**src/hdl/pct_pkg.sv**
```systemverilog
// pct_pkg: constants and carrier types for the prescaled countdown timer.
// assumes one clock domain, the contactless interface clock.
`default_nettype none
package pct_pkg;
   // configuration word layout
   localparam int RUN_BIT = 0;
   localparam int RELOAD_BIT = 1;
   localparam int SRC_BIT = 2;
   localparam int TAP_LSB = 3;
   localparam int TAP_MSB = 5;
   localparam logic [5:0] CFG_RESET = 6'h00;
   // clock rate figures, in kHz
   localparam int IFACE_CLK_KHZ = 13560;
   localparam int TAP0_KHZ = 6780;
   // prescaler width: 13.56 MHz / 53 kHz = 256 clocks per slowest tick
   localparam int PRE_W = 8;
   localparam logic [PRE_W-1:0] PRE_RESET = 8'h00;

   typedef struct packed {
      logic [2:0] divider_tap_select;
      logic clock_source_select;
      logic auto_reload_on_expiry;
      logic timer_run;
   } pct_cfg_s;

   typedef enum logic [1:0] {
      PCT_IDLE = 2'b00,
      PCT_COUNT = 2'b01,
      PCT_DONE = 2'b11
   } pct_state_e;
endpackage : pct_pkg
`default_nettype wire

```
**src/hdl/pct_timer.sv**
```systemverilog
// pct_timer: down-counting timer ticking on the interface clock or prescaler.
// assumes config and preset are stable inputs from the same clock domain.
`timescale 1ns/1ps
`default_nettype none
// Functional notes
// - source select clear: count every interface clock, 13.56 MHz
// - source select set: count on prescaler ticks
// - taps 010b..111b give 1.70 MHz down to 53 kHz
// - source select at bit 2, zero after reset
// - reload at bit 1, reset zero; clear means stop and hold zero
// - reload set: reload preset at expiry and keep counting
// - tap field bits 3..5, reset 000b; 000b 6.78 MHz, 001b 3.39 MHz
// - bit 0 enables the timer, zero after reset
module pct_timer #(
   parameter int CW = 20
) (
   input wire logic clk,
   input wire logic rst,
   input wire logic [5:0] cfg_word,
   input wire logic [CW-1:0] preset_value,
   output logic [CW-1:0] count_value,
   output logic expired,
   output logic running
);
   pct_pkg::pct_cfg_s cfg_reg;
   pct_pkg::pct_cfg_s cfg_next;
   pct_pkg::pct_state_e state_reg;
   pct_pkg::pct_state_e state_next;
   logic [CW-1:0] count_reg;
   logic [CW-1:0] count_next;
   logic expired_reg;
   logic expired_next;
   logic pre_tick;
   logic step;
   logic at_one;
   logic running_reg;
   logic running_next;
   logic pre_run;

   // field unpack from the configuration word, one driver for the whole struct
   assign cfg_next = '{
      divider_tap_select: cfg_word[pct_pkg::TAP_MSB:pct_pkg::TAP_LSB],
      clock_source_select: cfg_word[pct_pkg::SRC_BIT],
      auto_reload_on_expiry: cfg_word[pct_pkg::RELOAD_BIT],
      timer_run: cfg_word[pct_pkg::RUN_BIT]
   };

   pct_prescaler #(
      .W(pct_pkg::PRE_W)
   ) u_pre (
      .clk(clk),
      .rst(rst),
      .enable(pre_run),
      .tap(cfg_reg.divider_tap_select),
      .tick(pre_tick)
   );

   // tick select: bypass gives every clock
   // the divider only runs while selected, so each start begins a full tick period
   assign pre_run = cfg_reg.clock_source_select & cfg_reg.timer_run;
   assign step = cfg_reg.clock_source_select ? pre_tick : 1'b1;
   assign at_one = (count_reg == {{(CW-1){1'b0}}, 1'b1});

   // count and state control
   always_comb
   begin
      state_next = state_reg;
      count_next = count_reg;
      expired_next = 1'b0;
      case (state_reg)
         pct_pkg::PCT_IDLE:
         begin
            if (cfg_reg.timer_run)
            begin
               state_next = pct_pkg::PCT_COUNT;
               count_next = preset_value;
            end
         end
         pct_pkg::PCT_COUNT:
         begin
            if (!cfg_reg.timer_run)
               state_next = pct_pkg::PCT_IDLE;
            // a preset of 0 or 1 expires on the first tick
            else if (step && (at_one || count_reg == '0))
            begin
               expired_next = 1'b1;
               if (cfg_reg.auto_reload_on_expiry)
                  count_next = preset_value;
               else
               begin
                  count_next = '0;
                  state_next = pct_pkg::PCT_DONE;
               end
            end
            else if (step)
               count_next = count_reg - {{(CW-1){1'b0}}, 1'b1};
         end
         pct_pkg::PCT_DONE:
         begin
            if (!cfg_reg.timer_run)
               state_next = pct_pkg::PCT_IDLE;
         end
         default:
            state_next = pct_pkg::PCT_IDLE;
      endcase
   end

   // running is registered so the output comes straight from a flip-flop
   assign running_next = (state_next == pct_pkg::PCT_COUNT);

   always_ff @(posedge clk or posedge rst)
   begin
      if (rst)
      begin
         cfg_reg <= pct_pkg::CFG_RESET;
         state_reg <= pct_pkg::PCT_IDLE;
         count_reg <= '0;
         expired_reg <= 1'b0;
         running_reg <= 1'b0;
      end
      else
      begin
         cfg_reg <= cfg_next;
         state_reg <= state_next;
         count_reg <= count_next;
         expired_reg <= expired_next;
         running_reg <= running_next;
      end
   end

   assign count_value = count_reg;
   assign expired = expired_reg;
   assign running = running_reg;

   // tick source checks; rate attempts drop out once the tap moves or the divider stops
   bypass_step_a: assert property (@(posedge clk) disable iff (rst)
      state_reg == pct_pkg::PCT_COUNT && cfg_reg.timer_run && !cfg_reg.clock_source_select
      && count_reg > 1 |=> count_reg == $past(count_reg) - 1)
      else $error("bypass count did not step each clock");

   bypass_quiet_a: assert property (@(posedge clk) disable iff (rst)
      !pre_run |=> !pre_tick)
      else $error("prescaler ticked while bypassed");

   pre_hold_a: assert property (@(posedge clk) disable iff (rst)
      state_reg == pct_pkg::PCT_COUNT && cfg_reg.timer_run && cfg_reg.clock_source_select
      && !pre_tick |=> count_reg == $past(count_reg))
      else $error("count moved without prescaler tick");

   tap_rate_a: assert property (@(posedge clk)
      disable iff (rst || !pre_run || cfg_reg.divider_tap_select != 3'h2)
      cfg_reg.clock_source_select && cfg_reg.timer_run && $stable(cfg_reg) && pre_tick
      && cfg_reg.divider_tap_select == 3'h2 |=> !pre_tick [*7] ##1 pre_tick)
      else $error("tap 2 tick spacing wrong");

   tap1_rate_a: assert property (@(posedge clk)
      disable iff (rst || !pre_run || cfg_reg.divider_tap_select != 3'h1)
      $stable(cfg_reg) && pre_tick |=> !pre_tick [*3] ##1 pre_tick)
      else $error("tap 1 tick spacing wrong");

   // reset values and field placement
   reset_cfg_a: assert property (@(posedge clk)
      $fell(rst) |-> cfg_reg.clock_source_select == 1'b0 && cfg_reg.timer_run == 1'b0)
      else $error("config not cleared by reset");

   tap_field_a: assert property (@(posedge clk) disable iff (rst)
      1'b1 |=> cfg_reg.divider_tap_select == $past(cfg_word[5:3]))
      else $error("tap field misplaced");

   // start, stop and counting
   start_load_a: assert property (@(posedge clk) disable iff (rst)
      state_reg == pct_pkg::PCT_IDLE && cfg_reg.timer_run
      |=> running && count_reg == $past(preset_value))
      else $error("start did not load preset");

   idle_hold_a: assert property (@(posedge clk) disable iff (rst)
      state_reg == pct_pkg::PCT_IDLE && !cfg_reg.timer_run |=> count_reg == $past(count_reg))
      else $error("idle count moved");

   disabled_idle_a: assert property (@(posedge clk) disable iff (rst)
      !cfg_reg.timer_run |=> !running)
      else $error("timer ran while disabled");

   count_dec_a: assert property (@(posedge clk) disable iff (rst)
      state_reg == pct_pkg::PCT_COUNT && cfg_reg.timer_run && step && count_reg > 1
      |=> count_reg == $past(count_reg) - 1)
      else $error("count did not step by one");

   expiry_pulse_a: assert property (@(posedge clk) disable iff (rst)
      running && cfg_reg.timer_run && step && count_reg == 1 |=> expired)
      else $error("expiry missed at zero");

   expiry_src_a: assert property (@(posedge clk) disable iff (rst)
      expired |-> $past(state_reg) == pct_pkg::PCT_COUNT && $past(step))
      else $error("expiry without a counting tick");

   // one-shot and reload endings
   stop_hold_a: assert property (@(posedge clk) disable iff (rst)
      state_reg == pct_pkg::PCT_DONE && cfg_reg.timer_run |=> count_reg == '0)
      else $error("one-shot timer left zero");

   done_hold_a: assert property (@(posedge clk) disable iff (rst)
      state_reg == pct_pkg::PCT_DONE && cfg_reg.timer_run |=> state_reg == pct_pkg::PCT_DONE)
      else $error("one-shot timer restarted");

   oneshot_stop_a: assert property (@(posedge clk) disable iff (rst)
      expired && !$past(cfg_reg.auto_reload_on_expiry) |-> count_reg == '0 && !running)
      else $error("one-shot timer kept counting");

   reload_preset_a: assert property (@(posedge clk) disable iff (rst)
      expired && $past(cfg_reg.auto_reload_on_expiry) && $past(cfg_reg.timer_run)
      |-> count_reg == $past(preset_value) && running)
      else $error("reload did not restore preset");

   // main scenarios
   cover_oneshot_c: cover property (@(posedge clk) state_reg == pct_pkg::PCT_DONE);
   cover_reload_c: cover property (@(posedge clk) expired && running);
   cover_pre_c: cover property (@(posedge clk) running && cfg_reg.clock_source_select && pre_tick);
   cover_tap7_c: cover property (@(posedge clk) pre_run && cfg_reg.divider_tap_select == 3'h7
      && pre_tick);
   cover_start_c: cover property (@(posedge clk) state_reg == pct_pkg::PCT_IDLE
      && cfg_reg.timer_run);
endmodule : pct_timer
`default_nettype wire

```
**src/hdl/pct_prescaler.sv**
```systemverilog
// pct_prescaler: enable-gated divider of the interface clock giving one-cycle ticks.
// assumes clk is the contactless interface clock.
`timescale 1ns/1ps
`default_nettype none
module pct_prescaler #(
   parameter int W = pct_pkg::PRE_W
) (
   input wire logic clk,
   input wire logic rst,
   input wire logic enable,
   input wire logic [2:0] tap,
   output logic tick
);
   logic [W-1:0] div_reg;
   logic [W-1:0] div_next;
   logic tick_reg;
   logic tick_next;
   logic [W-1:0] carry;

   // divider runs only while the prescaler is selected
   assign div_next = enable ? div_reg + {{(W-1){1'b0}}, 1'b1} : W'(pct_pkg::PRE_RESET);

   // tap k ticks every 2^(k+1) clocks: bit k wraps to zero
   genvar i;
   generate
      for (i = 0; i < W; i++)
      begin : g_carry
         assign carry[i] = &div_reg[i:0];
      end
   endgenerate
   assign tick_next = enable & carry[tap];

   always_ff @(posedge clk or posedge rst)
   begin
      if (rst)
      begin
         div_reg <= W'(pct_pkg::PRE_RESET);
         tick_reg <= 1'b0;
      end
      else
      begin
         div_reg <= div_next;
         tick_reg <= tick_next;
      end
   end
   assign tick = tick_reg;

   // tap 0 ticks every second clock; dropped once the divider stops or the tap moves
   tap0_rate_a: assert property (@(posedge clk) disable iff (rst || !enable || tap != 3'h0)
      $past(enable) && $stable(tap) && tick |=> !tick ##1 tick)
      else $error("tap 0 tick spacing wrong");
endmodule : pct_prescaler
`default_nettype wire

```
**config.mk**
```make
export PLATFORM = sky130hd
export DESIGN_NAME = pct_timer
export DESIGN_NICKNAME = d
export VERILOG_FILES = /design/src/hdl/pct_pkg.sv /design/src/hdl/pct_timer.sv /design/src/hdl/pct_prescaler.sv
export SDC_FILE = /design/constraint.sdc
export NUM_CORES = 1
export LEC_CHECK = 0
export BUFFER_PORTS_ARGS = -buffer_cell sky130_fd_sc_hd__buf_2
export CAP_MARGIN = 10
export CORE_ASPECT_RATIO = 1.1
export CORE_MARGIN = 2
export CORE_UTILIZATION = 40
export CTS_CLUSTER_DIAMETER = 150
export DETAILED_ROUTE_END_ITERATION = 12
export PLACE_DENSITY_LB_ADDON = 0.08
export SYNTH_ARGS = -nofsm -noshare
export SYNTH_HDL_FRONTEND = slang
export SYNTH_SLANG_ARGS = --single-unit
export TNS_END_PERCENT = 1
```
**constraint.sdc**
```tcl
create_clock -name clk -period 2.23 [get_ports clk]
set_clock_uncertainty 0.05 [all_clocks]
set_input_delay 0.223 -clock clk [delete_from_list [all_inputs] [get_ports clk]]
set_output_delay 0.223 -clock clk [all_outputs]
set_load 0.005 [all_outputs]
```
==> flow_metrics.tcl, run 1 <==
set metrics [dict create \
    synth_seq_cells 39 \
    synth.largest_area_cell "dfrtp_1" \
    setup_viol 0 \
    ir_drop_mv 0.391 \
    drive_gt1_share_pct 32.1 \
    dr.pass1.iters 4 \
    cts_tree "built" \
    fillCellCount 534 \
    critPathArrivalTime_ps 2310 \
    syn_inst 224 \
    yosysSeqAreaShare_pct 43.6 \
    synth_warnings 0 \
    drt_wl_total_mm 5.97 \
    leakage_nw 1.38 \
    fp.dieW_microns 75.3 \
    synthTopCellsByArea "dfrtp_1, a221o_1, ha_1" \
    hold_slack_ps -11.7 \
    syn_nets 258 \
    outcome "complete, but fails checks" \
    criticalPathCategory "flip-flop to flip-flop" \
    syn_area_per_cell_sq_um 9.99 \
    drc_errors 0 \
    avgViaCountPerCell 5.57 \
    critPathCaptureType "flip-flop" \
    die_h_microns 82.4 \
    grt-ovfl-total 0 \
    ys_types 56 \
    area_delta_synth_final_pct 29.1 \
    finalInstanceArea_sq_mm 0.00289 \
    setup_tns_ps 0 \
    synth_area_sq_mm 0.00224 \
    cts-root-buf "clkbuf_8" \
    grt_antenna_before_repair 0 \
    clockBufferDepth 2 \
    grt_pass1_vias 2041 \
    fp-row-count 28 \
    antenna_left 0 \
    rsz0062_at_grt "no" \
    fin_crit_ps 2140 \
    vias 2099 \
    clk_pin_slew_ps 80 \
    fmax_mhz 468 \
    grt_pass1_wl_mm 9.92 \
    finalHoldViolCount 39 \
    cp_max_fo 5 \
    ys.flop_type "dfrtp_1" \
    drt_iter0_drc 96 \
    yosys.cell_count.top_type "dfrtp_1" \
    cts.sinks 39 \
    nets 335 \
    synth_edf_count 0 \
    dieArea_sq_mm 0.00621 \
    async_flop_share_pct 100 \
    place_area_sq_mm 0.00271 \
    hold_class "primary input to asynchronous set/reset pin" \
    wl_per_cell_microns 15.8 \
    port_buffers 49 \
    maxCapViolCount 0 \
    core_area_sq_mm 0.00540 \
    largest_reg_flops 20 \
    startpoint_type "flip-flop" \
    finalPower_w 0.00203 \
    worst_pin_slew_ps 499 \
    fin_crit_sh_pct 95.8 \
    violations "hold timing" \
    htreeDepth 2 \
    initial_utilization_pct 41.5 \
    worst_ep_required_time_ps 2400 \
    routabilityCongestion 0.870 \
    hpwlAfterDp_mm 4.36 \
    drv_slew 0 \
    antennaDiodeCount 0 \
    synth_top_cells_by_count "dfrtp_1, nor2_1, inv_1, nor3_1" \
    relSlewSlack_pct 66.7 \
    power.density_mw_per_mm2 704 \
    grt_usage_pct 21.3 \
    grt_max_degree 40 \
    preCtsSetupSlack_ps 77.6 \
    worst_slack_ps 94.4 \
    clk_latency_ps 300 \
    io_pins 50 \
    cts_made_buffers 5 \
    synth_top_area_share_pct 43.6 \
]
layer usage:
metal  track usage (%)  vias up  share of wire, %
met3              4.61       10               4.3
met5                 0        -                 0
met1              27.2     1019                44
li1                  -     1014                 -
met4              7.02        0               1.7
met2              35.7       56                50
per-stage QoR:
stage	util, %	hold slack (ps)	cells
2_1_floorplan	-	204	224
3_3_place_gp	50.2	282	363
3_5_place_dp	50.2	283	363
4_1_cts	53.4	6.79	377
5_1_grt	53.5	38.1	377
6_report	53.5	-11.7	377
layout make-up:
type | count | area [sq um] | share of cell area [%]
multi-input combinational | 167 | 1180 | 40.9
clock buffer | 5 | 68.8 | 2.38
tap | 75 | 93.8 | 3.25
sequential | 39 | 977 | 33.8
clock inverter | 3 | 43.8 | 1.52
timing repair buffer | 77 | 483 | 16.7
inverter | 11 | 41.3 | 1.43
cell usage in the layout (no fill, tap or decap), drive strengths merged, types with 4 or more instances in the layout:
cell type	count
o21ai	15
a21oi	10
dlygate4sd3	6
nor3	11
ha	6
a221o	9
a211o	4
nand3	9
or3	4
a32oi	4
clkbuf	5
buf	71
nand4	5
a21o	4
inv	11
nand2	8
and3	9
nor4	8
dfrtp	39
nor2	18
where the power goes:
part           switching (W)  internal [W]
combinational       0.000268      0.000275
clock               0.000263      0.000333
sequential          0.000107      0.000787
total               0.000638       0.00140
logic make-up (layout without fill, tap and decap cells):
| family | Yosys count | after routing | synth area share (%) |
|---|---|---|---|
| adder cells (fa/ha/maj) | 6 | 6 | 3.36 |
| flip-flops | 39 | 39 | 43.6 |
| AO/OA/AOI/OAI | 65 | 65 | 22.1 |
| buffers and inverters | 18 | 96 | 3.97 |
| XOR/XNOR | 5 | 5 | 1.96 |
| AND/OR/NAND/NOR | 91 | 91 | 24.9 |
path summary, 6_finish.rpt:
path,from,end,slack (ps),cells after the start
min in group clk,preset_value[3],count_value[3]$_DFFE_PP0P_,100,2
setup reg to reg,count_value[1]$_DFFE_PP0P_,count_value[18]$_DFFE_PP0P_,90,7
max in group asynchronous,rst,count_value[0]$_DFFE_PP0P_,1770,3
hold / removal,rst,count_value[13]$_DFFE_PP0P_,-10,3
hold reg to reg,cfg_reg[5]$_DFF_PP0_,u_pre.tick$_DFF_PP0_,400,1
setup / recovery,count_value[1]$_DFFE_PP0P_,count_value[18]$_DFFE_PP0P_,90,7
critical path, stage by stage, from the launching register on:
cell     delay [ps]
dfrtp_1         430
inv_1           120
ha_2            210
or4b_1          480
or3_1           380
nor4_2          230
a32oi_1          80
o21ai_1          90
repair_timing:
action	4_1_cts	5_1_grt
setup endpoints to repair	0	3
hold buffers	6	0
buffers inserted	0	0
endpoints found under the hold margin	6	0
resized for setup	0	4
Power figures use the tool's default switching activity.
==> inputs of run 2 (changes only) <==
--- a/config.mk
+++ b/config.mk
@@ -14,3 +14,3 @@
 export DETAILED_ROUTE_END_ITERATION = 12
-export PLACE_DENSITY_LB_ADDON = 0.08
+export SETUP_SLACK_MARGIN = 0.3
 export SYNTH_ARGS = -nofsm -noshare
--- a/constraint.sdc
+++ b/constraint.sdc
@@ -4,2 +4,2 @@
 set_output_delay 0.223 -clock clk [all_outputs]
-set_load 0.005 [all_outputs]
+set_load 0.1 [all_outputs]
==> run 2 against run 1 <==
The run now ends clean. Global-route usage is 1.3 points lower. Clock power about the same. Largest power group is now combinational cells. Wire length about the same. Highest routed layer unchanged. Critical path depth fell by 1. Sequential share of layout area is 0.96 points lower. Non-clock buffer count rose by 3. Worst setup slack gained 61 ps. Core utilization grew 3.6 points. Count of clock-buffer cells in the layout unchanged. Final area is 6.8% higher.
==> flow_metrics.tcl, run 2 (synthesized netlist as in run 1, its figures left out) <==
set metrics [dict create \
    slowest_stage "dfrtp_4" \
    vias 2084 \
    grt_pass1_vias 1867 \
    htreeDepth 2 \
    drv_slew 0 \
    largest_reg_flops 20 \
    nets 338 \
    rsz0062_at_grt "yes" \
    relSlewSlack_pct 67.0 \
    drt_iter0_drc 72 \
    clk_latency_ps 300 \
    p_int_w 0.00145 \
    antennaDiodeCount 0 \
    grt_usage_pct 20.1 \
    worst_ep_required_time_ps 2360 \
    io_pins 50 \
    criticalPathCategory "flip-flop to flip-flop" \
    swShare_pct 45.6 \
    hold_class "primary input to flip-flop" \
    cts.sinks 39 \
    setup_viol 0 \
    p_comb_share_pct 42.2 \
    fp.dieW_microns 75.3 \
    area_delta_synth_final_pct 37.9 \
    critPathArrivalTime_ps 2210 \
    drc_errors 0 \
    cts_tree "built" \
    gr-usage-met2_pct 32.2 \
    switching_power_w 0.00122 \
    grt_antenna_before_repair 0 \
    initial_utilization_pct 41.5 \
    fin_crit_sh_pct 93.0 \
    drive_gt1_share_pct 43.9 \
    leakage_nw 1.37 \
    die_h_microns 82.4 \
    cts_made_buffers 5 \
    hpwlAfterDp_mm 4.13 \
    met3_usage_pct 4.49 \
    port_buffers 49 \
    grt_max_degree 40 \
    ir_drop_mv 0.472 \
    clk_pin_slew_ps 80 \
    pwr-share-clk_pct 22.3 \
    clockBufferDepth 2 \
    routabilityCongestion 0.854 \
    critPathCaptureType "flip-flop" \
    top_usage_layer "met2" \
    core_area_sq_mm 0.00540 \
    cp_max_fo 9 \
    fin_crit_ps 2070 \
    fmax_mhz 482 \
    startpoint_type "flip-flop" \
    critPathTopFamily "simple AND/OR/NAND/NOR gates" \
    final_common_cell "buf_2" \
    use_met1_pct 27.2 \
    cts-root-buf "clkbuf_8" \
    avgViaCountPerCell 5.48 \
    dieArea_sq_mm 0.00621 \
    power_frac_seq_pct 35.5 \
    dr.pass1.iters 4 \
    fillCellCount 509 \
    worst_pin_slew_ps 498 \
    drt_wl_total_mm 5.98 \
    grt-ovfl-total 0 \
    outcome "complete, no violations" \
    finalHoldViolCount 0 \
    fp-row-count 28 \
    cp_num_buf_inv 1 \
    final_cell_mix "buf_2, buf_4, dfrtp_1, nor2_1, dfrtp_2" \
    antenna_left 0 \
    setup_tns_ps 0 \
    wl_per_cell_microns 15.7 \
    power.density_mw_per_mm2 864 \
    maxCapViolCount 0 \
    grt_pass1_wl_mm 9.34 \
    path_cells "nor4_4, and4_4, a211oi_2, buf_6, and3b_2, a221o_1" \
    critical_path.max_stage_delay_ps 510 \
    hold_slack_ps 98.1 \
]
[run 2: power by group through the flow]
stage,clock (W),sequential (W),combinational (W)
after floorplan,0,0.00146,0.000268
after global placement,0,0.000948,0.00102
after detailed placement,0,0.000952,0.00102
after CTS,0.000610,0.000939,0.00108
after global routing,0.000648,0.000961,0.00119
final,0.000594,0.000946,0.00113
[run 2: path summary, 6_finish.rpt]
kind | start | to | slack, ps | cells past startpoint
max | count_value[12]$_DFFE_PP0P_ | count_value[3]$_DFFE_PP0P_ | 160 | 6
min | preset_value[14] | count_value[14]$_DFFE_PP0P_ | 100 | 2
max reg2reg | count_value[12]$_DFFE_PP0P_ | count_value[3]$_DFFE_PP0P_ | 160 | 6
min reg2reg | cfg_reg[5]$_DFF_PP0_ | u_pre.tick$_DFF_PP0_ | 430 | 1
max in group asynchronous | rst | count_value[12]$_DFFE_PP0P_ | 1220 | 4
min in group asynchronous | rst | u_pre.div_reg[6]$_DFF_PP0_ | 520 | 4
[run 2: timing repair]
item,CTS,global route
gates cloned,0,0
gates resized for setup,12,16
hold endpoints to repair,12,0
pin swaps,4,8
buffers inserted,5,5
hold buffers,7,0
setup endpoints to repair,20,21
[run 2: per-stage QoR]
step / total power (W) / std cells / utilization [%] / worst slack [ps] / instance area, sq um
2_1_floorplan: 0.00173 / 224 / - / 27.5 / 2290
3_3_place_gp: 0.00196 / 355 / 49.9 / 122 / 2690
3_5_place_dp: 0.00197 / 355 / 49.9 / 74.6 / 2690
4_1_cts: 0.00263 / 375 / 54.8 / 110 / 2960
5_1_grt: 0.00280 / 380 / 57.2 / 101 / 3080
6_report: 0.00267 / 380 / 57.2 / 155 / 3080
[run 2: area by class of cell]
cell class              instances  area [sq um]  area share (%)
clock buffers                   5          68.8            2.23
clock inverters                 3          43.8            1.42
inverters                      11          46.3            1.50
multi-input cells             167          1300            42.2
flip-flops and latches         39          1010            32.9
well taps                      75          93.8            3.04
repair buffers                 80           515            16.7
[run 2: per-layer routing]
layer	up-vias	wire length, microns
met5	-	0
met4	0	53
met2	65	2840
li1	1017	-
met3	6	402
met1	996	2680
